`config.mk`:
```
export PLATFORM = sky130hd
export DESIGN_NAME = dcd_opcode_decoder
export DESIGN_NICKNAME = d
export VERILOG_FILES = /design/src/verilog/dcd_pkg.sv /design/src/verilog/dcd_opcode_decoder.sv
export VERILOG_INCLUDE_DIRS = /design/src /design/src/verilog
export SDC_FILE = /design/constraint.sdc
export NUM_CORES = 1
export LEC_CHECK = 0
export ABC_AREA = 1
export BUFFER_PORTS_ARGS = -buffer_cell sky130_fd_sc_hd__buf_4
export CORE_AREA = 2 2 106 108
export CTS_BUF_LIST = sky130_fd_sc_hd__clkbuf_8 sky130_fd_sc_hd__clkbuf_16
export DETAILED_ROUTE_END_ITERATION = 6
export DIE_AREA = 0 0 108 110
export PLACE_DENSITY = 0.88
export SYNTH_ARGS = -nofsm -noshare
export SYNTH_HDL_FRONTEND = slang
export SYNTH_SLANG_ARGS = --single-unit
```
`constraint.sdc`:
```
create_clock -name SYS_CLK_IN -period 1.7 [get_ports SYS_CLK_IN]
set_input_delay 0.51 -clock SYS_CLK_IN [delete_from_list [all_inputs] [get_ports SYS_CLK_IN]]
set_output_delay 0.51 -clock SYS_CLK_IN [all_outputs]
set_load 0.02 [all_outputs]
```
`src/verilog/dcd_params.svh`:
```
// Opcode patterns, cycle counts and selector codes for the opcode decoder.
`ifndef DCD_PARAMS_SVH
`define DCD_PARAMS_SVH
`define DCD_HB_MULT_ACCUM 8'ha2
`define DCD_HB_MULT_ACCUM_MOVE 8'ha3
`define DCD_HB_MULTIPLY 8'h54
`define DCD_HB_UNS_MULTIPLY 8'h55
`define DCD_HB_MULT_ADD_PREV 8'h50
`define DCD_HB_MULT_SUB_PREV 8'h51
`define DCD_HB_SQUARE_ADD 8'h52
`define DCD_HB_SQUARE_SUB 8'h53
`define DCD_OP_PROD_TO_ACCUM 16'hbe03
`define DCD_OP_SUB_PROD 16'hbe05
`define DCD_HB_STORE_PROD_HI 8'h8d
`define DCD_HB_STORE_PROD_LO 8'h8c
`define DCD_SHIFT_SET_TOP 14'h2fc0
`define DCD_HB_BRANCH_AR_NZ 8'h7b
`define DCD_OP_BRANCH_ACCUM 16'hbe20
`define DCD_OP_CALL_ACCUM 16'hbe30
`define DCD_COND_BRANCH_TOP 6'h38
`define DCD_COND_CALL_TOP 6'h3a
`define DCD_COND_RET_TOP 6'h3b
`define DCD_BIT_TOP 4'h4
`define DCD_HB_TEMP_BIT_TEST 8'h6f
`define DCD_HB_PAGE_LOAD 8'h0d
`define DCD_PAGE_LOAD_K_TOP 7'h5e
`define DCD_HB_STATUS0_LOAD 8'h0e
`define DCD_HB_STATUS1_LOAD 8'h0f
`define DCD_HB_STATUS0_STORE 8'h8e
`define DCD_HB_STATUS1_STORE 8'h8f
`define DCD_OP_POP 16'hbe32
`define DCD_OP_PUSH 16'hbe3c
`define DCD_HB_POP_MEM 8'h8a
`define DCD_HB_PUSH_MEM 8'h76
`define DCD_HB_REPEAT_MEM 8'h0b
`define DCD_HB_REPEAT_K 8'hbb
`define DCD_HB_BLOCK_SRC 8'ha8
`define DCD_HB_BLOCK_DST 8'ha9
`define DCD_HB_BLOCK_PROG 8'ha5
`define DCD_HB_TABLE_READ 8'ha6
`define DCD_HB_TABLE_WRITE 8'ha7
`define DCD_HB_PORT_IN 8'haf
`define DCD_HB_PORT_OUT 8'h0c
`define DCD_MULT_K_TOP 3'h6
`define DCD_CYC_TAKEN 4'h4
`define DCD_CYC_NOT 4'h2
`define DCD_SEL_PIN 2'h0
`define DCD_SEL_TCSET 2'h1
`define DCD_SEL_TCCLR 2'h2
`endif

```
`src/verilog/dcd_pkg.sv`:
```
// Types shared by the opcode decoder.
`default_nettype none
package dcd_pkg;
  typedef enum logic [5:0] {
    OP_NONE, OP_MULT_ACCUM, OP_MULT_ACCUM_MOVE, OP_MULTIPLY, OP_MULTIPLY_K,
    OP_UNSIGNED_MULTIPLY, OP_MULTIPLY_ADD_PREV, OP_MULTIPLY_SUB_PREV,
    OP_SQUARE_ADD_PREV, OP_SQUARE_SUB_PREV, OP_PRODUCT_TO_ACCUM,
    OP_SUB_PRODUCT, OP_STORE_PRODUCT_HIGH, OP_STORE_PRODUCT_LOW,
    OP_SET_PRODUCT_SHIFT, OP_BRANCH_AR_NONZERO, OP_BRANCH_TO_ACCUM,
    OP_CALL_TO_ACCUM, OP_COND_BRANCH, OP_COND_CALL, OP_COND_RETURN,
    OP_BIT_TEST, OP_TEMP_BIT_TEST, OP_LOAD_PAGE_PTR, OP_LOAD_PAGE_PTR_K,
    OP_LOAD_STATUS0, OP_LOAD_STATUS1, OP_STORE_STATUS0, OP_STORE_STATUS1,
    OP_STACK_POP_ACCUM, OP_STACK_PUSH_ACCUM, OP_STACK_POP_MEM,
    OP_STACK_PUSH_MEM, OP_REPEAT_NEXT, OP_REPEAT_NEXT_K,
    OP_DATA_BLOCK_MOVE_SRC, OP_DATA_BLOCK_MOVE_DST, OP_PROG_BLOCK_MOVE,
    OP_TABLE_READ, OP_TABLE_WRITE, OP_IO_IN, OP_IO_OUT
  } dcd_op_type;
  typedef enum logic [1:0] {ST_IDLE, ST_WORD2, ST_EXEC} dcd_state_type;
endpackage
`default_nettype wire

```
`src/verilog/dcd_opcode_decoder.sv`:
```
// Instruction decoder fixing operation, word length and cycle count.
// Functional notes
// - Accumulating multiplies, high bytes a2/a3: two words, three cycles.
// - Signed and unsigned memory multiply: one word, one cycle.
// - Top bits 110: immediate multiply with 13-bit constant, one cycle.
// - Multiply add/sub previous product, one word, one cycle.
// - Square add/sub previous product, one word, one cycle.
// - Product load to and subtract from accumulator, one cycle.
// - Store product upper and lower half, one word, one cycle.
// - Product shift set copies its 2-bit field to status one.
// - Branch on aux nonzero: two words, 4 taken, 2 not taken.
// - Branch and call to accumulator address, one word, 4 cycles.
// - Conditional branch, call, return: 4 if all hold, else 2.
// - Bit test by 4-bit code, and temporary-register bit test.
// - Page pointer load, memory or 9-bit immediate, 2 cycles.
// - Status register zero and one loads take 2 cycles.
// - Status register zero and one stores take one cycle.
// - Pop to and push from low accumulator, one cycle.
// - Stack pop to memory and push from memory, one cycle.
// - Repeat next with count from memory or short immediate.
// - Repeat runs the next instruction count plus one times.
// - Data block moves with long source or destination, 2 words, 3 cycles.
// - Program block move 2 words; table read and write 3 cycles.
// - Port input 2 words 2 cycles; output 2 words 3 cycles.
// - Selector: 00 pin low, 01 flag set, 10 flag clear, 11 none.
// - Low nibble masks tested flags; high nibble gives required state.
// - Operand byte top bit: 0 direct page offset, 1 indirect.
// - Short page pointer load carries a 9-bit constant.
`include "dcd_params.svh"
`default_nettype none
module dcd_opcode_decoder
  import dcd_pkg::*;
(
  // Clock and reset.
  input wire logic SYS_CLK_IN,
  input wire logic SRST_IN,
  // Fetch side.
  input wire logic WORD_VALID_IN,
  input wire logic [15:0] WORD_IN,
  input wire logic WAIT_IN,
  // Condition and repeat-count inputs.
  input wire logic BRANCH_INPUT_PIN_IN,
  input wire logic TEST_CONTROL_FLAG_IN,
  input wire logic [3:0] STATUS_FLAGS_IN,
  input wire logic AR_NONZERO_IN,
  input wire logic [15:0] REPEAT_MEM_COUNT_IN,
  // Decoded outputs.
  output logic READY_OUT,
  output logic DECODE_VALID_OUT,
  output logic [5:0] OP_OUT,
  output logic [1:0] WORDS_OUT,
  output logic [3:0] CYCLES_OUT,
  output logic [15:0] OPCODE_OUT,
  output logic [15:0] SECOND_WORD_OUT,
  output logic INDIRECT_OUT,
  output logic [6:0] DIRECT_OFFSET_OUT,
  output logic [12:0] IMMEDIATE_OUT,
  output logic [3:0] BIT_SELECT_CODE_OUT,
  output logic COND_TRUE_OUT,
  output logic PRODUCT_SHIFT_WE_OUT,
  output logic [1:0] PRODUCT_SHIFT_MODE_OUT,
  output logic [16:0] REPEAT_TOTAL_OUT,
  output logic EXEC_DONE_OUT
);
  typedef struct packed {
    dcd_state_type st;
    dcd_op_type op;
    logic [1:0] words;
    logic [3:0] cycles;
    logic [3:0] cnt;
    logic [15:0] opc;
    logic [15:0] w2;
    logic dv;
    logic cond;
    logic shift_we;
    logic [12:0] imm;
    logic rdy;
    logic [16:0] repeat_next_op;
    logic done;
  } dcd_regs_type;

  dcd_regs_type r_q, r_d;

  dcd_op_type dec_op;
  logic [1:0] dec_words;
  logic [3:0] dec_cyc;
  logic dec_cond;
  logic [7:0] hb;
  logic sel_ok;
  logic flag_ok;
  logic all_ok;

  assign hb = WORD_IN[15:8];

  // Condition evaluation uses the live flags at the first word.
  always_comb begin
    case (WORD_IN[9:8])
      `DCD_SEL_PIN: sel_ok = ~BRANCH_INPUT_PIN_IN;
      `DCD_SEL_TCSET: sel_ok = TEST_CONTROL_FLAG_IN;
      `DCD_SEL_TCCLR: sel_ok = ~TEST_CONTROL_FLAG_IN;
      default: sel_ok = 1'b1;
    endcase
    flag_ok = ((STATUS_FLAGS_IN ^ WORD_IN[7:4]) & WORD_IN[3:0]) == 4'h0;
    all_ok = sel_ok & flag_ok;
  end

  always_comb begin
    dec_op = OP_NONE;
    dec_words = 2'd1;
    dec_cyc = 4'd1;
    dec_cond = 1'b1;
    if (WORD_IN[15:13] == `DCD_MULT_K_TOP) begin
      dec_op = OP_MULTIPLY_K;
    end else if (WORD_IN[15:10] == `DCD_COND_BRANCH_TOP) begin
      dec_op = OP_COND_BRANCH;
      dec_words = 2'd2;
      dec_cond = all_ok;
      dec_cyc = all_ok ? `DCD_CYC_TAKEN : `DCD_CYC_NOT;
    end else if (WORD_IN[15:10] == `DCD_COND_CALL_TOP) begin
      dec_op = OP_COND_CALL;
      dec_words = 2'd2;
      dec_cond = all_ok;
      dec_cyc = all_ok ? `DCD_CYC_TAKEN : `DCD_CYC_NOT;
    end else if (WORD_IN[15:10] == `DCD_COND_RET_TOP) begin
      dec_op = OP_COND_RETURN;
      dec_cond = all_ok;
      dec_cyc = all_ok ? `DCD_CYC_TAKEN : `DCD_CYC_NOT;
    end else if (WORD_IN[15:12] == `DCD_BIT_TOP) begin
      dec_op = OP_BIT_TEST;
    end else if (WORD_IN[15:9] == `DCD_PAGE_LOAD_K_TOP) begin
      dec_op = OP_LOAD_PAGE_PTR_K;
      dec_cyc = 4'd2;
    end else if (WORD_IN[15:2] == `DCD_SHIFT_SET_TOP) begin
      dec_op = OP_SET_PRODUCT_SHIFT;
    end else if (WORD_IN == `DCD_OP_PROD_TO_ACCUM) begin
      dec_op = OP_PRODUCT_TO_ACCUM;
    end else if (WORD_IN == `DCD_OP_SUB_PROD) begin
      dec_op = OP_SUB_PRODUCT;
    end else if (WORD_IN == `DCD_OP_BRANCH_ACCUM) begin
      dec_op = OP_BRANCH_TO_ACCUM;
      dec_cyc = 4'd4;
    end else if (WORD_IN == `DCD_OP_CALL_ACCUM) begin
      dec_op = OP_CALL_TO_ACCUM;
      dec_cyc = 4'd4;
    end else if (WORD_IN == `DCD_OP_POP) begin
      dec_op = OP_STACK_POP_ACCUM;
    end else if (WORD_IN == `DCD_OP_PUSH) begin
      dec_op = OP_STACK_PUSH_ACCUM;
    end else begin
      case (hb)
        `DCD_HB_MULT_ACCUM: begin
          dec_op = OP_MULT_ACCUM;
          dec_words = 2'd2;
          dec_cyc = 4'd3;
        end
        `DCD_HB_MULT_ACCUM_MOVE: begin
          dec_op = OP_MULT_ACCUM_MOVE;
          dec_words = 2'd2;
          dec_cyc = 4'd3;
        end
        `DCD_HB_MULTIPLY: dec_op = OP_MULTIPLY;
        `DCD_HB_UNS_MULTIPLY: dec_op = OP_UNSIGNED_MULTIPLY;
        `DCD_HB_MULT_ADD_PREV: dec_op = OP_MULTIPLY_ADD_PREV;
        `DCD_HB_MULT_SUB_PREV: dec_op = OP_MULTIPLY_SUB_PREV;
        `DCD_HB_SQUARE_ADD: dec_op = OP_SQUARE_ADD_PREV;
        `DCD_HB_SQUARE_SUB: dec_op = OP_SQUARE_SUB_PREV;
        `DCD_HB_STORE_PROD_HI: dec_op = OP_STORE_PRODUCT_HIGH;
        `DCD_HB_STORE_PROD_LO: dec_op = OP_STORE_PRODUCT_LOW;
        `DCD_HB_BRANCH_AR_NZ: begin
          if (WORD_IN[7]) begin
            dec_op = OP_BRANCH_AR_NONZERO;
            dec_words = 2'd2;
            dec_cond = AR_NONZERO_IN;
            dec_cyc = AR_NONZERO_IN ? `DCD_CYC_TAKEN : `DCD_CYC_NOT;
          end
        end
        `DCD_HB_TEMP_BIT_TEST: dec_op = OP_TEMP_BIT_TEST;
        `DCD_HB_PAGE_LOAD: begin
          dec_op = OP_LOAD_PAGE_PTR;
          dec_cyc = 4'd2;
        end
        `DCD_HB_STATUS0_LOAD: begin
          dec_op = OP_LOAD_STATUS0;
          dec_cyc = 4'd2;
        end
        `DCD_HB_STATUS1_LOAD: begin
          dec_op = OP_LOAD_STATUS1;
          dec_cyc = 4'd2;
        end
        `DCD_HB_STATUS0_STORE: dec_op = OP_STORE_STATUS0;
        `DCD_HB_STATUS1_STORE: dec_op = OP_STORE_STATUS1;
        `DCD_HB_POP_MEM: dec_op = OP_STACK_POP_MEM;
        `DCD_HB_PUSH_MEM: dec_op = OP_STACK_PUSH_MEM;
        `DCD_HB_REPEAT_MEM: dec_op = OP_REPEAT_NEXT;
        `DCD_HB_REPEAT_K: dec_op = OP_REPEAT_NEXT_K;
        `DCD_HB_BLOCK_SRC, `DCD_HB_BLOCK_DST, `DCD_HB_BLOCK_PROG: begin
          dec_op = (hb == `DCD_HB_BLOCK_SRC) ? OP_DATA_BLOCK_MOVE_SRC :
                   (hb == `DCD_HB_BLOCK_DST) ? OP_DATA_BLOCK_MOVE_DST :
                   OP_PROG_BLOCK_MOVE;
          dec_words = 2'd2;
          dec_cyc = 4'd3;
        end
        `DCD_HB_TABLE_READ: begin
          dec_op = OP_TABLE_READ;
          dec_cyc = 4'd3;
        end
        `DCD_HB_TABLE_WRITE: begin
          dec_op = OP_TABLE_WRITE;
          dec_cyc = 4'd3;
        end
        `DCD_HB_PORT_IN: begin
          dec_op = OP_IO_IN;
          dec_words = 2'd2;
          dec_cyc = 4'd2;
        end
        `DCD_HB_PORT_OUT: begin
          dec_op = OP_IO_OUT;
          dec_words = 2'd2;
          dec_cyc = 4'd3;
        end
        default: dec_op = OP_NONE;
      endcase
    end
  end

  // One instruction is held at a time; the fetch side waits on READY_OUT.
  always_comb begin
    r_d = r_q;
    r_d.dv = 1'b0;
    r_d.shift_we = 1'b0;
    r_d.done = 1'b0;
    case (r_q.st)
      ST_IDLE: begin
        if (WORD_VALID_IN) begin
          r_d.op = dec_op;
          r_d.words = dec_words;
          r_d.cycles = dec_cyc;
          // Unconditional operations report a true condition.
          r_d.cond = dec_cond;
          r_d.imm = (dec_op == OP_LOAD_PAGE_PTR_K) ?
                    {4'h0, WORD_IN[8:0]} : WORD_IN[12:0];
          r_d.opc = WORD_IN;
          r_d.w2 = 16'h0000;
          r_d.cnt = 4'd1;
          if (dec_op == OP_REPEAT_NEXT_K) begin
            r_d.repeat_next_op = {9'h000, WORD_IN[7:0]} + 17'h00001;
          end else if (dec_op == OP_REPEAT_NEXT) begin
            r_d.repeat_next_op = {1'b0, REPEAT_MEM_COUNT_IN} + 17'h00001;
          end
          if (dec_words == 2'd2) begin
            r_d.st = ST_WORD2;
          end else begin
            r_d.dv = 1'b1;
            r_d.shift_we = (dec_op == OP_SET_PRODUCT_SHIFT);
            r_d.st = ST_EXEC;
          end
        end
      end
      ST_WORD2: begin
        if (WORD_VALID_IN) begin
          r_d.w2 = WORD_IN;
          r_d.dv = 1'b1;
          r_d.st = ST_EXEC;
        end
      end
      ST_EXEC: begin
        // A wait state stalls the count without changing the operation.
        if (!WAIT_IN) begin
          if (r_q.cnt >= r_q.cycles) begin
            r_d.done = 1'b1;
            r_d.st = ST_IDLE;
          end else begin
            r_d.cnt = r_q.cnt + 4'd1;
          end
        end
      end
      default: r_d.st = ST_IDLE;
    endcase
    r_d.rdy = (r_d.st != ST_EXEC);
    if (SRST_IN) begin
      r_d = '0;
      r_d.st = ST_IDLE;
      r_d.op = OP_NONE;
    end
  end

  always_ff @(posedge SYS_CLK_IN) begin
    r_q <= r_d;
  end

  // Outputs are all register fields or direct slices of registered words.
  assign READY_OUT = r_q.rdy;
  assign DECODE_VALID_OUT = r_q.dv;
  assign OP_OUT = r_q.op;
  assign WORDS_OUT = r_q.words;
  assign CYCLES_OUT = r_q.cycles;
  assign OPCODE_OUT = r_q.opc;
  assign SECOND_WORD_OUT = r_q.w2;
  assign INDIRECT_OUT = r_q.opc[7];
  assign DIRECT_OFFSET_OUT = r_q.opc[6:0];
  assign IMMEDIATE_OUT = r_q.imm;
  assign BIT_SELECT_CODE_OUT = r_q.opc[11:8];
  assign COND_TRUE_OUT = r_q.cond;
  assign PRODUCT_SHIFT_WE_OUT = r_q.shift_we;
  assign PRODUCT_SHIFT_MODE_OUT = r_q.opc[1:0];
  assign REPEAT_TOTAL_OUT = r_q.repeat_next_op;
  assign EXEC_DONE_OUT = r_q.done;

  property p_two_word_wait;
    @(posedge SYS_CLK_IN) disable iff (SRST_IN)
    (r_q.st == ST_IDLE && WORD_VALID_IN && dec_words == 2'd2)
      |=> !DECODE_VALID_OUT;
  endproperty
  a_two_word_wait: assert property (p_two_word_wait)
    else $error("Two-word instruction signalled before second word.");

  property p_mult_accum_len;
    @(posedge SYS_CLK_IN) disable iff (SRST_IN)
    (r_q.st == ST_IDLE && WORD_VALID_IN && hb == `DCD_HB_MULT_ACCUM)
      |=> (WORDS_OUT == 2'd2 && CYCLES_OUT == 4'd3);
  endproperty
  a_mult_accum_len: assert property (p_mult_accum_len)
    else $error("Accumulating multiply has wrong length.");

  property p_mult_k;
    @(posedge SYS_CLK_IN) disable iff (SRST_IN)
    (r_q.st == ST_IDLE && WORD_VALID_IN && WORD_IN[15:13] == 3'h6)
      |=> (OP_OUT == OP_MULTIPLY_K && CYCLES_OUT == 4'd1);
  endproperty
  a_mult_k: assert property (p_mult_k)
    else $error("Immediate multiply misdecoded.");

  property p_shift_we;
    @(posedge SYS_CLK_IN) disable iff (SRST_IN)
    PRODUCT_SHIFT_WE_OUT |-> (OP_OUT == OP_SET_PRODUCT_SHIFT);
  endproperty
  a_shift_we: assert property (p_shift_we)
    else $error("Product shift write without its instruction.");

  property p_cond_cycles;
    @(posedge SYS_CLK_IN) disable iff (SRST_IN)
    (r_q.st == ST_IDLE && WORD_VALID_IN && WORD_IN[15:10] == 6'h3b)
      |=> (CYCLES_OUT == (($past(all_ok)) ? 4'd4 : 4'd2));
  endproperty
  a_cond_cycles: assert property (p_cond_cycles)
    else $error("Conditional return cycle count wrong.");

  property p_repeat_k;
    @(posedge SYS_CLK_IN) disable iff (SRST_IN)
    (r_q.st == ST_IDLE && WORD_VALID_IN && hb == `DCD_HB_REPEAT_K)
      |=> (REPEAT_TOTAL_OUT == {9'h000, $past(WORD_IN[7:0])} + 17'h1);
  endproperty
  a_repeat_k: assert property (p_repeat_k)
    else $error("Repeat total is not count plus one.");

  property p_wait_hold;
    @(posedge SYS_CLK_IN) disable iff (SRST_IN)
    (r_q.st == ST_EXEC && WAIT_IN) |=> ($stable(r_q.cnt) && !EXEC_DONE_OUT);
  endproperty
  a_wait_hold: assert property (p_wait_hold)
    else $error("Execution advanced during a wait state.");

  property p_one_cycle_done;
    @(posedge SYS_CLK_IN) disable iff (SRST_IN)
    (DECODE_VALID_OUT && CYCLES_OUT == 4'd1 && !WAIT_IN) |=> EXEC_DONE_OUT;
  endproperty
  a_one_cycle_done: assert property (p_one_cycle_done)
    else $error("One-cycle instruction did not finish.");

  property p_out_cycles;
    @(posedge SYS_CLK_IN) disable iff (SRST_IN)
    (r_q.st == ST_IDLE && WORD_VALID_IN && hb == `DCD_HB_PORT_OUT)
      |=> (CYCLES_OUT == 4'd3 && WORDS_OUT == 2'd2);
  endproperty
  a_out_cycles: assert property (p_out_cycles)
    else $error("Port output misdecoded.");

  c_two_word: cover property (@(posedge SYS_CLK_IN)
    DECODE_VALID_OUT && WORDS_OUT == 2'd2);
  c_taken: cover property (@(posedge SYS_CLK_IN)
    DECODE_VALID_OUT && OP_OUT == OP_COND_BRANCH && CYCLES_OUT == 4'd4);
  c_shift_set: cover property (@(posedge SYS_CLK_IN) PRODUCT_SHIFT_WE_OUT);
  c_wait: cover property (@(posedge SYS_CLK_IN)
    r_q.st == ST_EXEC && WAIT_IN);
endmodule
`default_nettype wire

```
Word-level counts from Yosys, hierarchy flattened
Cells that the tools add are included.
- logic and storage cells: 179
- input bits: 43
- output and inout port bits: 93
- flip-flop bits (word level): 85
- $lt $le $gt $ge: 1
- bitwise logic cells: 8
- reductions and logical operators: 16
- equality and inequality tests: 55
- muxes and demuxes: 82
- add/subtract/negate cells: 3
- operator list (kind ; number):
    one-hot mux 6 bit (26 select lines) ; 1
    equality test 8 bit (second input constant) ; 14
    equality test 16 bit (second input constant) ; 6
    two-way mux 6 bit ; 13
    equality test 8 x 7 -> 1 bit (second input constant) ; 9
    two-way mux 66 bit ; 1
    two-way mux 17 bit ; 3
    two-way mux 3 bit ; 17
    equality test 8 x 4 -> 1 bit (second input constant) ; 5
    two-way mux 2 bit ; 18
    one-hot mux 17 bit (2 select lines) ; 1
    equality test 6 bit (second input constant) ; 5
    two-way mux 1 bit ; 19
    adder 16 x 1 -> 17 bit (second input constant) ; 1
    equality test 14 bit (second input constant) ; 1
    two-way mux 13 bit ; 1
    two-way mux 4 bit ; 3
    != test 2 bit (second input constant) ; 5
    adder 8 x 1 -> 9 bit (second input constant) ; 1
    one-hot mux 3 bit (3 select lines) ; 1
    one-hot mux 4 bit (2 select lines) ; 1
    OR reduction 4 bit ; 2
    OR reduction 8 bit ; 1
    equality test 7 bit (second input constant) ; 1
    23 further kinds ; 35

Logic depth before layout (Yosys ltp)
Gate-level depths: netlist of run 1.
- depth after elaboration: 22
- depth in mapped cells: 15
- mapped depth without buffers: 14

Least setup slack after synthesis of run 1
Ideal clock, no wire load.
- kind: input to register
- start: in WORD_IN[13]
- end: reg r_q, in the netlist REPEAT_TOTAL_OUT[8]
- data arrival time: 1.647 ns
- required time: 1.630 ns
- cell stages on the path: 11
- path buffers: 2
- setup time: 0.070 ns
- setup slack: -0.017 ns
- cells stage by stage: buf_4 clkinv_2 nand2_2 nor2_2 nand2_1 nand2_4 nand3_4 inv_4 buf_6 o21ai_1 a21oi_1
- word-level cells in the longest chain between the ends: 20
- ends and longest elaborated chain (item ; RTL line ; RTL):
    start, declared ; dcd_opcode_decoder.sv:39 ; input wire logic [15:0] WORD_IN,
    equality test 8 bit ; dcd_opcode_decoder.sv:150 ; case (hb)
    two-way mux 1 bit ; dcd_opcode_decoder.sv:198 ; (hb == `DCD_HB_BLOCK_DST) ? OP_DATA_BLOCK_MOVE_DST :
    two-way mux 3 bit ; dcd_opcode_decoder.sv:197 ; dec_op = (hb == `DCD_HB_BLOCK_SRC) ? OP_DATA_BLOCK_MOVE_SRC :
    one-hot mux 6 bit (26 select lines) ; dcd_opcode_decoder.sv:150 ;
    two-way mux 6 bit ; dcd_opcode_decoder.sv:147 ; end else if (WORD_IN == `DCD_OP_PUSH) begin
    two-way mux 6 bit ; dcd_opcode_decoder.sv:145 ; end else if (WORD_IN == `DCD_OP_POP) begin
    two-way mux 6 bit ; dcd_opcode_decoder.sv:142 ; end else if (WORD_IN == `DCD_OP_CALL_ACCUM) begin
    two-way mux 6 bit ; dcd_opcode_decoder.sv:139 ; end else if (WORD_IN == `DCD_OP_BRANCH_ACCUM) begin
    [... 4 more ...] ; n/a ;
    two-way mux 6 bit ; dcd_opcode_decoder.sv:128 ; end else if (WORD_IN[15:12] == `DCD_BIT_TOP) begin
    two-way mux 6 bit ; dcd_opcode_decoder.sv:124 ; end else if (WORD_IN[15:10] == `DCD_COND_RET_TOP) begin
    two-way mux 6 bit ; dcd_opcode_decoder.sv:119 ; end else if (WORD_IN[15:10] == `DCD_COND_CALL_TOP) begin
    two-way mux 6 bit ; dcd_opcode_decoder.sv:114 ; end else if (WORD_IN[15:10] == `DCD_COND_BRANCH_TOP) begin
    two-way mux 6 bit * ; dcd_opcode_decoder.sv:112 ; if (WORD_IN[15:13] == `DCD_MULT_K_TOP) begin
    equality test 6 bit (on tied branches) ; dcd_opcode_decoder.sv:245, dcd_opcode_decoder.sv:247 ;
    nonzero test 2 bit (no line) ; n/a ;
    AND reduction 3 bit (no line) ; n/a ;
    end signal, assigned ; dcd_opcode_decoder.sv:288 ; r_q <= r_d;
    end, declared ; dcd_opcode_decoder.sv:82 ; dcd_regs_type r_q, r_d;
Every way passes the cells marked *; elsewhere a longest branch is shown, timed or not.
A chain may end at the register's enable or synchronous reset.

Worst setup path in the final report of run 1
- start: reg r_q, in the netlist CYCLES_OUT[2]
- end: reg r_q[70] in the netlist's numbering
- word-level cells in the longest chain between the ends: 3
- ends and longest elaborated chain (item ; RTL line ; RTL):
    >= comparator 4 bit ; dcd_opcode_decoder.sv:269 ; if (r_q.cnt >= r_q.cycles) begin
    != test 2 bit (no line) ; n/a ;
    AND reduction 4 bit (no line) ; n/a ;
Every way passes these cells.

==> impl_results.html, run 1 <==
<table>
<tr><th>Metric</th><th>Value</th></tr>
<tr><th colspan="2">Floorplanning</th></tr>
<tr><td>Overall die width</td><td>108 um</td></tr>
<tr><td>Area enclosed by the die boundary</td><td>11900 um2</td></tr>
<tr><td>Starting density of the core</td><td>47.4%</td></tr>
<tr><td>Core Rows</td><td>38</td></tr>
<tr><td>Core area</td><td>10700 um2</td></tr>
<tr><td>I/O pin count</td><td>136</td></tr>
<tr><td>Vertical die dimension</td><td>110 um</td></tr>
<tr><th colspan="2">Pwr</th></tr>
<tr><td>Combinational group share of total power</td><td>25.8%</td></tr>
<tr><td>Clk network pwr share</td><td>28.7%</td></tr>
<tr><td>Power Internal</td><td>0.00281 W</td></tr>
<tr><td>Leakage Power</td><td>3.21 nW</td></tr>
<tr><td>Reg power frac</td><td>45.4%</td></tr>
<tr><td>Sw frac</td><td>32.6%</td></tr>
<tr><td>Total power per unit cell area</td><td>654 nW/um2</td></tr>
<tr><td>Switching power total</td><td>0.00136 W</td></tr>
<tr><td>Max VDD drop</td><td>0.373 mV</td></tr>
<tr><th colspan="2">STA</th></tr>
<tr><td>Total Neg Setup Slack</td><td>0 ps</td></tr>
<tr><td>Clock period minus final worst setup slack</td><td>1650 ps</td></tr>
<tr><td>Maximum clock rate</td><td>0.604 GHz</td></tr>
<tr><td>Slew Viols, Final</td><td>0</td></tr>
<tr><td>Part of the cycle the worst path needs</td><td>97.3%</td></tr>
<tr><td>Final Hold Vio Count</td><td>0</td></tr>
<tr><td>Worst clock skew</td><td>14.1 ps</td></tr>
<tr><td>Worst hold margin</td><td>390 ps</td></tr>
<tr><td>Setup violators final</td><td>0</td></tr>
<tr><td>Unrepaired setup endpoints after global routing</td><td>true</td></tr>
<tr><td>Slack of the critical path</td><td>45.1 ps</td></tr>
<tr><th colspan="2">Setup path</th></tr>
<tr><td>Family with the most delay on the worst path</td><td>compound AO/OA/AOI/OAI gates</td></tr>
<tr><td>Arrival time of the worst setup path</td><td>1940 ps</td></tr>
<tr><td>Critical register-to-register path startpoint</td><td>CYCLES_OUT[2]$_SDFFE_PP0P_</td></tr>
<tr><td>Chain of cells forming the critical path</td><td>inv_1 &gt; ha_1 &gt; a21boi_2 &gt; nor3_2 &gt; nand2_1 &gt; a21boi_2 &gt; nand4_1 &gt; a21oi_1</td></tr>
<tr><td>Type of the setup path with the least slack</td><td>reg -&gt; reg</td></tr>
<tr><td>Worst R2R Setup Slack</td><td>50 ps</td></tr>
<tr><td>Startpoint kind of the worst setup timing path</td><td>flop</td></tr>
<tr><td>Count of buffering cells on the critical path with inverters included</td><td>1</td></tr>
<tr><td>Critical Path Stages</td><td>8</td></tr>
<tr><td>Worst reg2reg path endpoint</td><td>r_q[70]$_SDFFE_PP0P_</td></tr>
<tr><td>Critical path origin</td><td>CYCLES_OUT[2]$_SDFFE_PP0P_</td></tr>
<tr><td>CP most frequent cell</td><td>sky130_fd_sc_hd__a21boi_2</td></tr>
<tr><td>Peak fanout along the critical path</td><td>3</td></tr>
<tr><td>Critical path data required time</td><td>1990 ps</td></tr>
<tr><td>Worst setup path endpoint</td><td>r_q[70]$_SDFFE_PP0P_</td></tr>
<tr><td>Slowest Stage Delay on Critical Path</td><td>340 ps</td></tr>
<tr><td>Element type at the critical path end</td><td>flop</td></tr>
<tr><td>Worst r2r path cells</td><td>8</td></tr>
<tr><td>Critical path's slowest cell</td><td>sky130_fd_sc_hd__dfxtp_2</td></tr>
<tr><th colspan="2">Clock tree</th></tr>
<tr><td>Skew-Pair Late Insertion Delay</td><td>360 ps</td></tr>
<tr><td>CTS H-Tree Depth</td><td>3</td></tr>
<tr><td>Post-cts hold buffer count</td><td>0</td></tr>
<tr><td>Total CTS buffers</td><td>9</td></tr>
<tr><td>TritonCTS sink count</td><td>75</td></tr>
<tr><td>CTS root buf</td><td>sky130_fd_sc_hd__clkbuf_8</td></tr>
<tr><td>Clock slew at the register clock pins of the worst setup and hold paths</td><td>80 ps</td></tr>
<tr><td>Buffer levels on the longest clock path</td><td>2</td></tr>
<tr><td>CTS tree</td><td>done</td></tr>
<tr><th colspan="2">Place</th></tr>
<tr><td>GP Congestion</td><td>1.03</td></tr>
<tr><td>Worst setup timing slack at the placement stage</td><td>-263 ps</td></tr>
<tr><td>Number of input and output port buffers inserted</td><td>134</td></tr>
<tr><td>Total cell area at the placement stage</td><td>6150 um2</td></tr>
<tr><td>HPWL after DPL</td><td>11.1 mm</td></tr>
<tr><th colspan="2">Cells and area</th></tr>
<tr><td>Fraction of final layout cells with drive strength greater than 1</td><td>32.8%</td></tr>
<tr><td>Synth-to-layout area growth</td><td>25.5%</td></tr>
<tr><td>Area of all placed cells without fillers</td><td>6370 um2</td></tr>
<tr><td>Most frequent cells in the layout</td><td>sky130_fd_sc_hd__buf_4, sky130_fd_sc_hd__nand2_1, sky130_fd_sc_hd__nor2_1</td></tr>
<tr><td>Diodes inserted</td><td>0</td></tr>
<tr><td>Leading cell type in the layout, fill and taps excluded</td><td>sky130_fd_sc_hd__buf_4</td></tr>
<tr><td>Final Net Count</td><td>940</td></tr>
<tr><th colspan="2">Logic synthesis</th></tr>
<tr><td>Count of mapped cells out of synthesis</td><td>767</td></tr>
<tr><td>Count of distinct cell types in the synthesized netlist</td><td>46</td></tr>
<tr><td>Total of flip-flops plus latches after synthesis</td><td>75</td></tr>
<tr><td>Post-synthesis cell area</td><td>5070 um2</td></tr>
<tr><td>Average cell area after synthesis</td><td>6.62 um2</td></tr>
<tr><td>YS warnings</td><td>0</td></tr>
<tr><td>Sequential cell area fraction in the yosys report</td><td>29.6%</td></tr>
<tr><td>Total nets after synthesis</td><td>819</td></tr>
<tr><th colspan="2">Routing</th></tr>
<tr><td>Routed via count divided by cell count</td><td>5.08</td></tr>
<tr><td>Violation count after the first detailed-routing iteration</td><td>398</td></tr>
<tr><td>Remaining design rule violation count</td><td>0</td></tr>
<tr><td>Vias post-DR</td><td>5239</td></tr>
<tr><td>Number of nets still failing antenna checks after routing</td><td>0</td></tr>
<tr><td>Detailed-route wire length</td><td>14.1 mm</td></tr>
<tr><td>First-pass detailed-route iteration total</td><td>5</td></tr>
<tr><td>Routed wirelength normalized by instance count</td><td>13.6 um</td></tr>
<tr><th colspan="2">Outcome</th></tr>
<tr><td>Status</td><td>completed</td></tr>
<tr><th colspan="2">GRT</th></tr>
<tr><td>Number of global-route vias before repair</td><td>4838</td></tr>
<tr><td>Total routing usage reported by global routing</td><td>24.1%</td></tr>
<tr><td>Global-route congestion overflow total</td><td>0</td></tr>
<tr><td>Largest net degree at the start of global routing</td><td>34</td></tr>
<tr><td>Number of antenna violations at the first check in global routing</td><td>0</td></tr>
<tr><td>Wire length of the first global-routing pass</td><td>22.7 mm</td></tr>
<tr><th colspan="2">Flow run</th></tr>
<tr><td>Maximum capacitance violations</td><td>0</td></tr>
<tr><th colspan="2">Worst hold path</th></tr>
<tr><td>Cells on Worst Hold Path</td><td>2</td></tr>
<tr><td>Hold Crit Class</td><td>in -&gt; reg</td></tr>
</table>
## flip-flops by register name, summed over array words and instances (netlist names)
register	cells
CYCLES_OUT	3
IMMEDIATE_OUT	4
READY_OUT	1
COND_TRUE_OUT	1
OP_OUT	6
r_q	6
PRODUCT_SHIFT_WE_OUT	1
SECOND_WORD_OUT	16
DECODE_VALID_OUT	1
REPEAT_TOTAL_OUT	17
OPCODE_OUT	16
EXEC_DONE_OUT	1
WORDS_OUT	2
## layout make-up
cell class	instances	area (um2)
Sequential cell	75	1510
Fill cell	981	4330
Multi-Input combinational cell	513	2580
Timing Repair Buffer	221	1680
Tap cell	140	175
Inverter	68	263
Clock inverter	6	35.0
Clock buffer	9	124
## cells by family (layout without fill, tap and decap cells)
group,after synthesis,in the layout,synth area share (%)
flops,75,75,29.6
other cells,1,1,0.0739
buf+inv,179,304,20.5
fa+ha+maj,9,9,2.22
compound gates,134,134,14.2
simple gates,358,358,31.6
xor+xnor,11,11,1.90
## per-stage QoR
stage / utilization [%] / std cells / power, W
2_1_floorplan: - / 767 / 0.00260
3_3_place_gp: 57.5 / 1016 / 0.00296
3_5_place_dp: 57.5 / 1016 / 0.00298
4_1_cts: 59.0 / 1031 / 0.00417
5_1_grt: 59.5 / 1032 / 0.00438
6_report: 59.5 / 1032 / 0.00417
## synthesized netlist by cell type (all sizes together)
master	number	area share [%]
a21boi	2	0.30
nand3	38	4.0
dfxtp	75	30
clkinv	3	0.25
o31ai	3	0.44
and3	1	0.12
nand2	181	14
nand3b	4	0.59
inv	65	4.9
ha	9	2.2
buf	98	14
a21oi	60	6.0
o21ai	54	5.3
a22o	1	0.17
nand4	16	2.0
o211ai	2	0.30
xnor2	3	0.52
clkbuf	13	0.99
o21bai	1	0.15
a21o	1	0.15
o22ai	1	0.12
a211oi	2	0.30
nor3	10	1.1
conb	1	0.074
o21a	2	0.30
xor2	8	1.4
a31oi	5	0.62
nor2	99	8.4
nor4	3	0.37
or2	6	0.74
## worst min-delay path by stage
stage | endpoint | startpoint | slack [ps]
floorplan | IMMEDIATE_OUT[9]$_SDFFE_PP0P_ | IMMEDIATE_OUT[9]$_SDFFE_PP0P_ | 420
global placement | IMMEDIATE_OUT[9]$_SDFFE_PP0P_ | IMMEDIATE_OUT[9]$_SDFFE_PP0P_ | 440
detailed placement | IMMEDIATE_OUT[9]$_SDFFE_PP0P_ | IMMEDIATE_OUT[9]$_SDFFE_PP0P_ | 450
CTS | r_q[69]$_SDFFE_PP0P_ | SRST_IN | 390
global route | r_q[69]$_SDFFE_PP0P_ | SRST_IN | 380
finish | r_q[69]$_SDFFE_PP0P_ | SRST_IN | 390
## routing by layer
metal	up-vias	track usage, %	wire length [um]	share of wire [%]
li1	2637	-	-	-
met4	0	9.25	328	2.3
met3	30	4.12	906	6.4
met5	-	0	0	0
met1	2371	32.3	6360	45
met2	201	38.9	6490	46
## timing repair
action	4_1_cts	5_1_grt
buffers inserted	0	1
endpoints found under the setup margin	2	11
pin swaps	0	8
resized for setup	1	18
## power by group through the flow
stage          registers [W]  logic [W]  clock network, W
6_report             0.00189    0.00108           0.00120
4_1_cts              0.00189    0.00105           0.00122
5_1_grt              0.00191    0.00118           0.00130
3_3_place_gp         0.00193    0.00103                 0
3_5_place_dp         0.00193    0.00105                 0
2_1_floorplan        0.00193   0.000675                 0
Note: power is estimated with default switching activity, not from simulation.
==> inputs of run 2 (changes only) <==
CORE_AREA = 2 2 104 106   (was 2 2 106 108)
CTS_BUF_LIST = sky130_fd_sc_hd__clkbuf_8   (was sky130_fd_sc_hd__clkbuf_8 sky130_fd_sc_hd__clkbuf_16)
DIE_AREA = 0 0 106 108   (was 0 0 108 110)
PLACE_DENSITY = 0.91   (was 0.88)
==> run 2 against run 1 <==
Compared with the run above: sequential power hardly changed; final cell count stayed put; clock skew is 5.5 ps lower; sequential share of layout area is 0.41 points lower; maximum frequency is 1.2% higher; clock power is 8% higher; die area is 3.6% lower; global-route usage is 1.4 points higher; first-iteration DRC count is 11% lower; critical endpoint unchanged; routed wire length is 4.0% higher; final area is 1.7% higher; worst hold slack better by 23 ps.
==> impl_results.html, run 2 (same netlist as run 1, synthesis figures left out) <==
<table>
<tr><th>Metric</th><th>Value</th></tr>
<tr><th colspan="2">Setup path</th></tr>
<tr><td>Startpoint kind of the worst setup timing path</td><td>flop</td></tr>
<tr><td>Family with the most delay on the worst path</td><td>simple AND/OR/NAND/NOR gates</td></tr>
<tr><td>Element type at the critical path end</td><td>flop</td></tr>
<tr><td>Chain of cells forming the critical path</td><td>inv_2 &gt; ha_4 &gt; inv_2 &gt; nand2_2 &gt; nand2_2 &gt; a21boi_2 &gt; nor3_2 &gt; nand2_2 &gt; a21boi_2 &gt; nand4_1 &gt; a21oi_1</td></tr>
<tr><td>Critical path data required time</td><td>2000 ps</td></tr>
<tr><td>Peak fanout along the critical path</td><td>3</td></tr>
<tr><td>CP most frequent cell</td><td>sky130_fd_sc_hd__nand2_2</td></tr>
<tr><td>Worst r2r path cells</td><td>11</td></tr>
<tr><td>Slowest Stage Delay on Critical Path</td><td>340 ps</td></tr>
<tr><td>Worst R2R Setup Slack</td><td>70 ps</td></tr>
<tr><td>Critical path's slowest cell</td><td>sky130_fd_sc_hd__dfxtp_2</td></tr>
<tr><td>Worst reg2reg path endpoint</td><td>r_q[70]$_SDFFE_PP0P_</td></tr>
<tr><td>Arrival time of the worst setup path</td><td>1930 ps</td></tr>
<tr><td>Type of the setup path with the least slack</td><td>reg -&gt; reg</td></tr>
<tr><td>Count of buffering cells on the critical path with inverters included</td><td>2</td></tr>
<tr><td>Critical register-to-register path startpoint</td><td>r_q[67]$_SDFFE_PP0P_</td></tr>
<tr><th colspan="2">GRT</th></tr>
<tr><td>Total routing usage reported by global routing</td><td>25.4%</td></tr>
<tr><td>Largest net degree at the start of global routing</td><td>32</td></tr>
<tr><td>Wire length of the first global-routing pass</td><td>23.3 mm</td></tr>
<tr><td>Number of antenna violations at the first check in global routing</td><td>0</td></tr>
<tr><td>Number of global-route vias before repair</td><td>4958</td></tr>
<tr><td>Global-route congestion overflow total</td><td>0</td></tr>
<tr><th colspan="2">Place</th></tr>
<tr><td>Worst setup timing slack at the placement stage</td><td>-322 ps</td></tr>
<tr><td>Number of input and output port buffers inserted</td><td>134</td></tr>
<tr><td>GP Congestion</td><td>0.972</td></tr>
<tr><td>HPWL after DPL</td><td>11.3 mm</td></tr>
<tr><th colspan="2">Routing</th></tr>
<tr><td>Vias post-DR</td><td>5297</td></tr>
<tr><td>Detailed-route wire length</td><td>14.6 mm</td></tr>
<tr><td>First-pass detailed-route iteration total</td><td>5</td></tr>
<tr><td>Violation count after the first detailed-routing iteration</td><td>353</td></tr>
<tr><td>Routed via count divided by cell count</td><td>5.13</td></tr>
<tr><td>Routed wirelength normalized by instance count</td><td>14.2 um</td></tr>
<tr><td>Number of nets still failing antenna checks after routing</td><td>0</td></tr>
<tr><td>Remaining design rule violation count</td><td>0</td></tr>
<tr><th colspan="2">Pwr</th></tr>
<tr><td>Max VDD drop</td><td>0.418 mV</td></tr>
<tr><td>Total power per unit cell area</td><td>668 nW/um2</td></tr>
<tr><td>Leakage Power</td><td>3.26 nW</td></tr>
<tr><td>Power, Total</td><td>0.00432 W</td></tr>
<tr><th colspan="2">Worst hold path</th></tr>
<tr><td>Hold_sp</td><td>WAIT_IN</td></tr>
<tr><td>Capture endpoint of the worst hold path</td><td>EXEC_DONE_OUT$_SDFF_PP0_</td></tr>
<tr><td>Hold Crit Class</td><td>in -&gt; reg</td></tr>
<tr><td>Cells on Worst Hold Path</td><td>4</td></tr>
<tr><th colspan="2">STA</th></tr>
<tr><td>Worst clock skew</td><td>8.60 ps</td></tr>
<tr><td>Maximum clock rate</td><td>0.612 GHz</td></tr>
<tr><td>Slew Viols, Final</td><td>0</td></tr>
<tr><td>Slack of the critical path</td><td>65.3 ps</td></tr>
<tr><td>Worst hold margin</td><td>413 ps</td></tr>
<tr><td>Unrepaired setup endpoints after global routing</td><td>true</td></tr>
<tr><td>Clock period minus final worst setup slack</td><td>1630 ps</td></tr>
<tr><td>Part of the cycle the worst path needs</td><td>96.2%</td></tr>
<tr><td>Setup violators final</td><td>0</td></tr>
<tr><td>Final Hold Vio Count</td><td>0</td></tr>
<tr><td>Total Neg Setup Slack</td><td>0 ps</td></tr>
<tr><th colspan="2">Flow run</th></tr>
<tr><td>Maximum capacitance violations</td><td>0</td></tr>
<tr><th colspan="2">Floorplanning</th></tr>
<tr><td>Area enclosed by the die boundary</td><td>11400 um2</td></tr>
<tr><td>Starting density of the core</td><td>49.6%</td></tr>
<tr><td>I/O pin count</td><td>136</td></tr>
<tr><td>Vertical die dimension</td><td>108 um</td></tr>
<tr><td>Core Rows</td><td>37</td></tr>
<tr><td>Core area</td><td>10200 um2</td></tr>
<tr><td>Overall die width</td><td>106 um</td></tr>
<tr><th colspan="2">Clock tree</th></tr>
<tr><td>CTS root buf</td><td>sky130_fd_sc_hd__clkbuf_8</td></tr>
<tr><td>TritonCTS sink count</td><td>75</td></tr>
<tr><td>Skew-Pair Late Insertion Delay</td><td>370 ps</td></tr>
<tr><td>Buffer levels on the longest clock path</td><td>2</td></tr>
<tr><td>CTS tree</td><td>done</td></tr>
<tr><td>CTS H-Tree Depth</td><td>3</td></tr>
<tr><td>Total CTS buffers</td><td>9</td></tr>
<tr><td>Clock slew at the register clock pins of the worst setup and hold paths</td><td>80 ps</td></tr>
<tr><td>Post-cts hold buffer count</td><td>0</td></tr>
<tr><th colspan="2">Cells and area</th></tr>
<tr><td>Final Net Count</td><td>943</td></tr>
<tr><td>Post-layout util</td><td>63.3%</td></tr>
<tr><td>Synth-to-layout area growth</td><td>27.6%</td></tr>
<tr><td>Fraction of final layout cells with drive strength greater than 1</td><td>34.5%</td></tr>
<tr><td>Largest register FFs</td><td>17</td></tr>
<tr><td>Leading cell type in the layout, fill and taps excluded</td><td>sky130_fd_sc_hd__buf_4</td></tr>
<tr><td>Most frequent cells in the layout</td><td>sky130_fd_sc_hd__buf_4, sky130_fd_sc_hd__nand2_1, sky130_fd_sc_hd__nor2_1</td></tr>
<tr><td>Diodes inserted</td><td>0</td></tr>
<tr><th colspan="2">Outcome</th></tr>
<tr><td>Status</td><td>completed</td></tr>
</table>
## run 2: changes by cell type in the layout (fill, tap and decap cells not counted), moves of 2 or more
cell	previous run	this run
sky130_fd_sc_hd__buf_12	2	4
sky130_fd_sc_hd__inv_1	55	53
sky130_fd_sc_hd__nand2_1	170	164
sky130_fd_sc_hd__nand2_2	6	10
sky130_fd_sc_hd__nand2_4	5	7
sky130_fd_sc_hd__nor2_1	85	81
sky130_fd_sc_hd__nor2_2	9	12
## run 2: worst max path at each step
stage / startpoint / slack [ps] / cells after the start / to
2_1_floorplan: WORD_IN[13] / 10 / 13 / PRODUCT_SHIFT_WE_OUT$_SDFF_PP0_
6_report: r_q[67]$_SDFFE_PP0P_ / 70 / 11 / r_q[70]$_SDFFE_PP0P_
5_1_grt: r_q[67]$_SDFFE_PP0P_ / -50 / 11 / r_q[70]$_SDFFE_PP0P_
4_1_cts: r_q[67]$_SDFFE_PP0P_ / -10 / 11 / r_q[70]$_SDFFE_PP0P_
3_5_place_dp: WORD_IN[12] / -320 / 11 / REPEAT_TOTAL_OUT[9]$_SDFFE_PP0P_
3_3_place_gp: WORD_IN[8] / -260 / 12 / PRODUCT_SHIFT_WE_OUT$_SDFF_PP0_
## run 2: metrics by stage
stage / std cells / cell area [um2]
CTS: 1031 / 6380
detailed placement: 1009 / 6150
finish: 1032 / 6480
floorplan: 767 / 5080
global placement: 1009 / 6150
global route: 1032 / 6480
## run 2: area by class of cell
class	count	area, um2
Sequential cell	75	1510
Tap cell	136	170
Inverter	68	263
Fill cell	896	3750
Multi-Input combinational cell	513	2630
Clock buffer	10	138
Clock inverter	6	40.0
Timing Repair Buffer	224	1730
## run 2: repair_timing
item                                    4_1_cts  5_1_grt
gates resized for setup                       7       26
setup buffers                                 6        2
endpoints found under the setup margin        4       15
pin swaps                                     4       11
endpoints found under the hold margin         0        0
## run 2: power breakdown
| group | switching, W | internal, W |
|---|---|---|
| combinational | 0.000640 | 0.000490 |
| sequential | 0.0000613 | 0.00183 |
| clock | 0.000730 | 0.000569 |
| total | 0.00143 | 0.00289 |
## run 2: tightest hold or removal path, stage by stage
cell	delay (ps)
sky130_fd_sc_hd__buf_4	90
sky130_fd_sc_hd__nor2_1	40
sky130_fd_sc_hd__nand3b_1	70
sky130_fd_sc_hd__inv_1	30
## run 2: metal layers
metal / GRT usage, % / routed length, um / vias up
li1: - / - / 2644
met1: 32.9 / 6440 / 2399
met2: 41.9 / 6790 / 215
met3: 4.34 / 928 / 39
met4: 11.4 / 477 / 0
met5: 0 / 0 / -
==> inputs of run 3 (changes only) <==
CELL_PAD_IN_SITES_DETAIL_PLACEMENT = 0   (was unset)
CELL_PAD_IN_SITES_GLOBAL_PLACEMENT = 1   (was unset)
CORE_AREA = 2 2 126 128   (was 2 2 104 106)
DIE_AREA = 0 0 128 130   (was 0 0 106 108)
PLACE_DENSITY = 0.89   (was 0.91)
==> run 3 against run 2 <==
Compared with the run above: register-to-register slack is essentially flat; maximum frequency grew 0.74%; non-clock buffer count up 14; sequential cell count unchanged; critical path depth grew 1; first-iteration DRC count is 7.4% lower; count of clock-buffer cells in the layout decreased by 1; final area rose by 3.8%; die area rose by 45%; setup slack improved by 12 ps; total power rose by 2.3%; sequential share of layout area is 0.84 points lower.
==> impl_results.html, run 3 (same netlist as run 1, synthesis figures left out) <==
<table>
<tr><th>Metric</th><th>Value</th></tr>
<tr><th colspan="2">GRT</th></tr>
<tr><td>Global-route congestion overflow total</td><td>0</td></tr>
<tr><td>Number of antenna violations at the first check in global routing</td><td>0</td></tr>
<tr><td>Number of global-route vias before repair</td><td>4703</td></tr>
<tr><td>Largest net degree at the start of global routing</td><td>28</td></tr>
<tr><td>Wire length of the first global-routing pass</td><td>24.0 mm</td></tr>
<tr><td>Total routing usage reported by global routing</td><td>18.3%</td></tr>
<tr><th colspan="2">Clock tree</th></tr>
<tr><td>Skew-Pair Late Insertion Delay</td><td>370 ps</td></tr>
<tr><td>TritonCTS sink count</td><td>75</td></tr>
<tr><td>CTS tree</td><td>done</td></tr>
<tr><td>CTS H-Tree Depth</td><td>3</td></tr>
<tr><td>Total CTS buffers</td><td>9</td></tr>
<tr><td>CTS root buf</td><td>sky130_fd_sc_hd__clkbuf_8</td></tr>
<tr><td>Buffer levels on the longest clock path</td><td>2</td></tr>
<tr><td>Clock slew at the register clock pins of the worst setup and hold paths</td><td>90 ps</td></tr>
<tr><th colspan="2">Setup path</th></tr>
<tr><td>Count of buffering cells on the critical path with inverters included</td><td>4</td></tr>
<tr><td>Type of the setup path with the least slack</td><td>reg -&gt; reg</td></tr>
<tr><td>Critical Path Stages</td><td>12</td></tr>
<tr><td>Critical path data required time</td><td>2020 ps</td></tr>
<tr><td>Element type at the critical path end</td><td>flop</td></tr>
<tr><td>Startpoint kind of the worst setup timing path</td><td>flop</td></tr>
<tr><td>Worst r2r path cells</td><td>12</td></tr>
<tr><td>Slowest Stage Delay on Critical Path</td><td>340 ps</td></tr>
<tr><td>Critical path's slowest cell</td><td>sky130_fd_sc_hd__dfxtp_2</td></tr>
<tr><td>Family with the most delay on the worst path</td><td>simple AND/OR/NAND/NOR gates</td></tr>
<tr><td>Peak fanout along the critical path</td><td>3</td></tr>
<tr><td>Chain of cells forming the critical path</td><td>inv_2 &gt; ha_4 &gt; inv_2 &gt; nand2_1 &gt; nand2_1 &gt; a21boi_2 &gt; nor3_2 &gt; nand2_2 &gt; buf_6 &gt; nand2_4 &gt; nor4_2 &gt; buf_4</td></tr>
<tr><td>Arrival time of the worst setup path</td><td>1950 ps</td></tr>
<tr><th colspan="2">Cells and area</th></tr>
<tr><td>Diodes inserted</td><td>0</td></tr>
<tr><td>Fillers</td><td>1611</td></tr>
<tr><td>Most frequent cells in the layout</td><td>sky130_fd_sc_hd__buf_4, sky130_fd_sc_hd__nand2_1, sky130_fd_sc_hd__nor2_1</td></tr>
<tr><td>Synth-to-layout area growth</td><td>32.5%</td></tr>
<tr><td>Final Net Count</td><td>957</td></tr>
<tr><td>Sequential standard cell area</td><td>1510 um2</td></tr>
<tr><td>Area of all placed cells without fillers</td><td>6730 um2</td></tr>
<tr><td>Largest register FFs</td><td>17</td></tr>
<tr><td>Multi-input gate area in the final layout</td><td>2680 um2</td></tr>
<tr><td>Fraction of final layout cells with drive strength greater than 1</td><td>36.5%</td></tr>
<tr><td>Leading cell type in the layout, fill and taps excluded</td><td>sky130_fd_sc_hd__buf_4</td></tr>
<tr><th colspan="2">Floorplanning</th></tr>
<tr><td>Overall die width</td><td>128 um</td></tr>
<tr><td>Starting density of the core</td><td>32.9%</td></tr>
<tr><td>Core area</td><td>15400 um2</td></tr>
<tr><td>Area enclosed by the die boundary</td><td>16600 um2</td></tr>
<tr><td>I/O pin count</td><td>136</td></tr>
<tr><td>Core Rows</td><td>46</td></tr>
<tr><td>Vertical die dimension</td><td>130 um</td></tr>
<tr><th colspan="2">Place</th></tr>
<tr><td>Total cell area at the placement stage</td><td>6280 um2</td></tr>
<tr><td>Number of input and output port buffers inserted</td><td>134</td></tr>
<tr><td>HPWL after DPL</td><td>12.0 mm</td></tr>
<tr><td>GP Congestion</td><td>0.904</td></tr>
<tr><th colspan="2">Worst hold path</th></tr>
<tr><td>Hold Crit Class</td><td>in -&gt; reg</td></tr>
<tr><td>Cells on Worst Hold Path</td><td>3</td></tr>
<tr><th colspan="2">Routing</th></tr>
<tr><td>Number of nets still failing antenna checks after routing</td><td>0</td></tr>
<tr><td>Routed via count divided by cell count</td><td>4.67</td></tr>
<tr><td>Violation count after the first detailed-routing iteration</td><td>327</td></tr>
<tr><td>Vias post-DR</td><td>5144</td></tr>
<tr><td>Remaining design rule violation count</td><td>0</td></tr>
<tr><td>Routed wirelength normalized by instance count</td><td>13.9 um</td></tr>
<tr><td>Detailed-route wire length</td><td>15.2 mm</td></tr>
<tr><td>First-pass detailed-route iteration total</td><td>5</td></tr>
<tr><th colspan="2">STA</th></tr>
<tr><td>Worst hold margin</td><td>409 ps</td></tr>
<tr><td>Unrepaired setup endpoints after global routing</td><td>true</td></tr>
<tr><td>Maximum clock rate</td><td>0.616 GHz</td></tr>
<tr><td>Clock period minus final worst setup slack</td><td>1620 ps</td></tr>
<tr><td>Worst clock skew</td><td>7.57 ps</td></tr>
<tr><td>Slew Viols, Final</td><td>0</td></tr>
<tr><td>Final Hold Vio Count</td><td>0</td></tr>
<tr><td>Total Neg Setup Slack</td><td>0 ps</td></tr>
<tr><td>Setup violators final</td><td>0</td></tr>
<tr><td>Part of the cycle the worst path needs</td><td>95.5%</td></tr>
<tr><th colspan="2">Pwr</th></tr>
<tr><td>Total power per unit cell area</td><td>658 nW/um2</td></tr>
<tr><td>Max VDD drop</td><td>0.324 mV</td></tr>
<tr><td>Leakage Power</td><td>3.34 nW</td></tr>
<tr><th colspan="2">Outcome</th></tr>
<tr><td>Status</td><td>completed</td></tr>
<tr><th colspan="2">Flow run</th></tr>
<tr><td>Maximum capacitance violations</td><td>0</td></tr>
</table>
[run 3: cell types whose count changed in the layout (fill, tap and decap cells not counted), moves of 2 or more]
cell                       before  now
sky130_fd_sc_hd__nand2_1      164  158
sky130_fd_sc_hd__o21ai_1       16   14
sky130_fd_sc_hd__clkinv_2       4    2
sky130_fd_sc_hd__buf_4        220  231
sky130_fd_sc_hd__nand3_1       35   33
sky130_fd_sc_hd__buf_6          0    3
sky130_fd_sc_hd__nor2_4         6    8
sky130_fd_sc_hd__nor2_1        81   79
sky130_fd_sc_hd__o21ai_0       38   40
sky130_fd_sc_hd__nand2_2       10   15
sky130_fd_sc_hd__nand3_2        2    4
[run 3: final timing paths]
| kind | start | slack [ps] | end |
|---|---|---|---|
| max | r_q[67]$_SDFFE_PP0P_ | 80 | READY_OUT$_SDFF_PP0_ |
| min | WORD_IN[10] | 410 | SECOND_WORD_OUT[10]$_SDFFE_PP0P_ |
| max reg2reg | r_q[67]$_SDFFE_PP0P_ | 80 | READY_OUT$_SDFF_PP0_ |
| min reg2reg | IMMEDIATE_OUT[9]$_SDFFE_PP0P_ | 450 | IMMEDIATE_OUT[9]$_SDFFE_PP0P_ |
[run 3: final cells by class]
type | instances | area share [%]
clock buffers | 9 | 1.84
flip-flops and latches | 75 | 22.4
inverters | 68 | 3.93
multi-input cells | 513 | 39.9
repair buffers | 238 | 27.5
well taps | 192 | 3.57
clock inverters | 6 | 0.874
[run 3: per-stage QoR]
step / instances / setup slack, ps / utilization (%) / power, W
floorplan: 767 / 14.6 / - / 0.00260
global placement: 1074 / -297 / 40.7 / 0.00300
detailed placement: 1074 / -335 / 40.7 / 0.00301
CTS: 1090 / -4.40 / 42.3 / 0.00443
global route: 1101 / -9.34 / 43.6 / 0.00465
finish: 1101 / 77.3 / 43.6 / 0.00442
[run 3: routing by layer]
layer | wire length [um] | up-vias | track usage, % | part of all wire [%]
met2 | 6730 | 123 | 29.3 | 44
met4 | 302 | 0 | 6.27 | 2.0
met3 | 686 | 18 | 3.24 | 4.5
met5 | 0 | - | 0 | 0
met1 | 7530 | 2318 | 25.1 | 49
li1 | - | 2685 | - | -
[run 3: power breakdown]
group | switching, W | total (W) | internal, W
Sequential | 0.0000641 | 0.00190 | 0.00183
Combinational | 0.000640 | 0.00114 | 0.000496
Clock | 0.000732 | 0.00139 | 0.000660
Total | 0.00144 | 0.00442 | 0.00299
[run 3: what timing repair did]
| action | CTS | global route |
|---|---|---|
| gates cloned | 0 | 0 |
| setup endpoints to repair | 4 | 12 |
| pin swaps | 7 | 22 |
| buffers inserted | 1 | 12 |
| resized for setup | 11 | 39 |
| hold buffers | 0 | 0 |
[run 3: tightest hold or removal path: stages]
cell,delay (ps)
sky130_fd_sc_hd__buf_6,120
sky130_fd_sc_hd__nand2_1,60
sky130_fd_sc_hd__a21oi_1,60
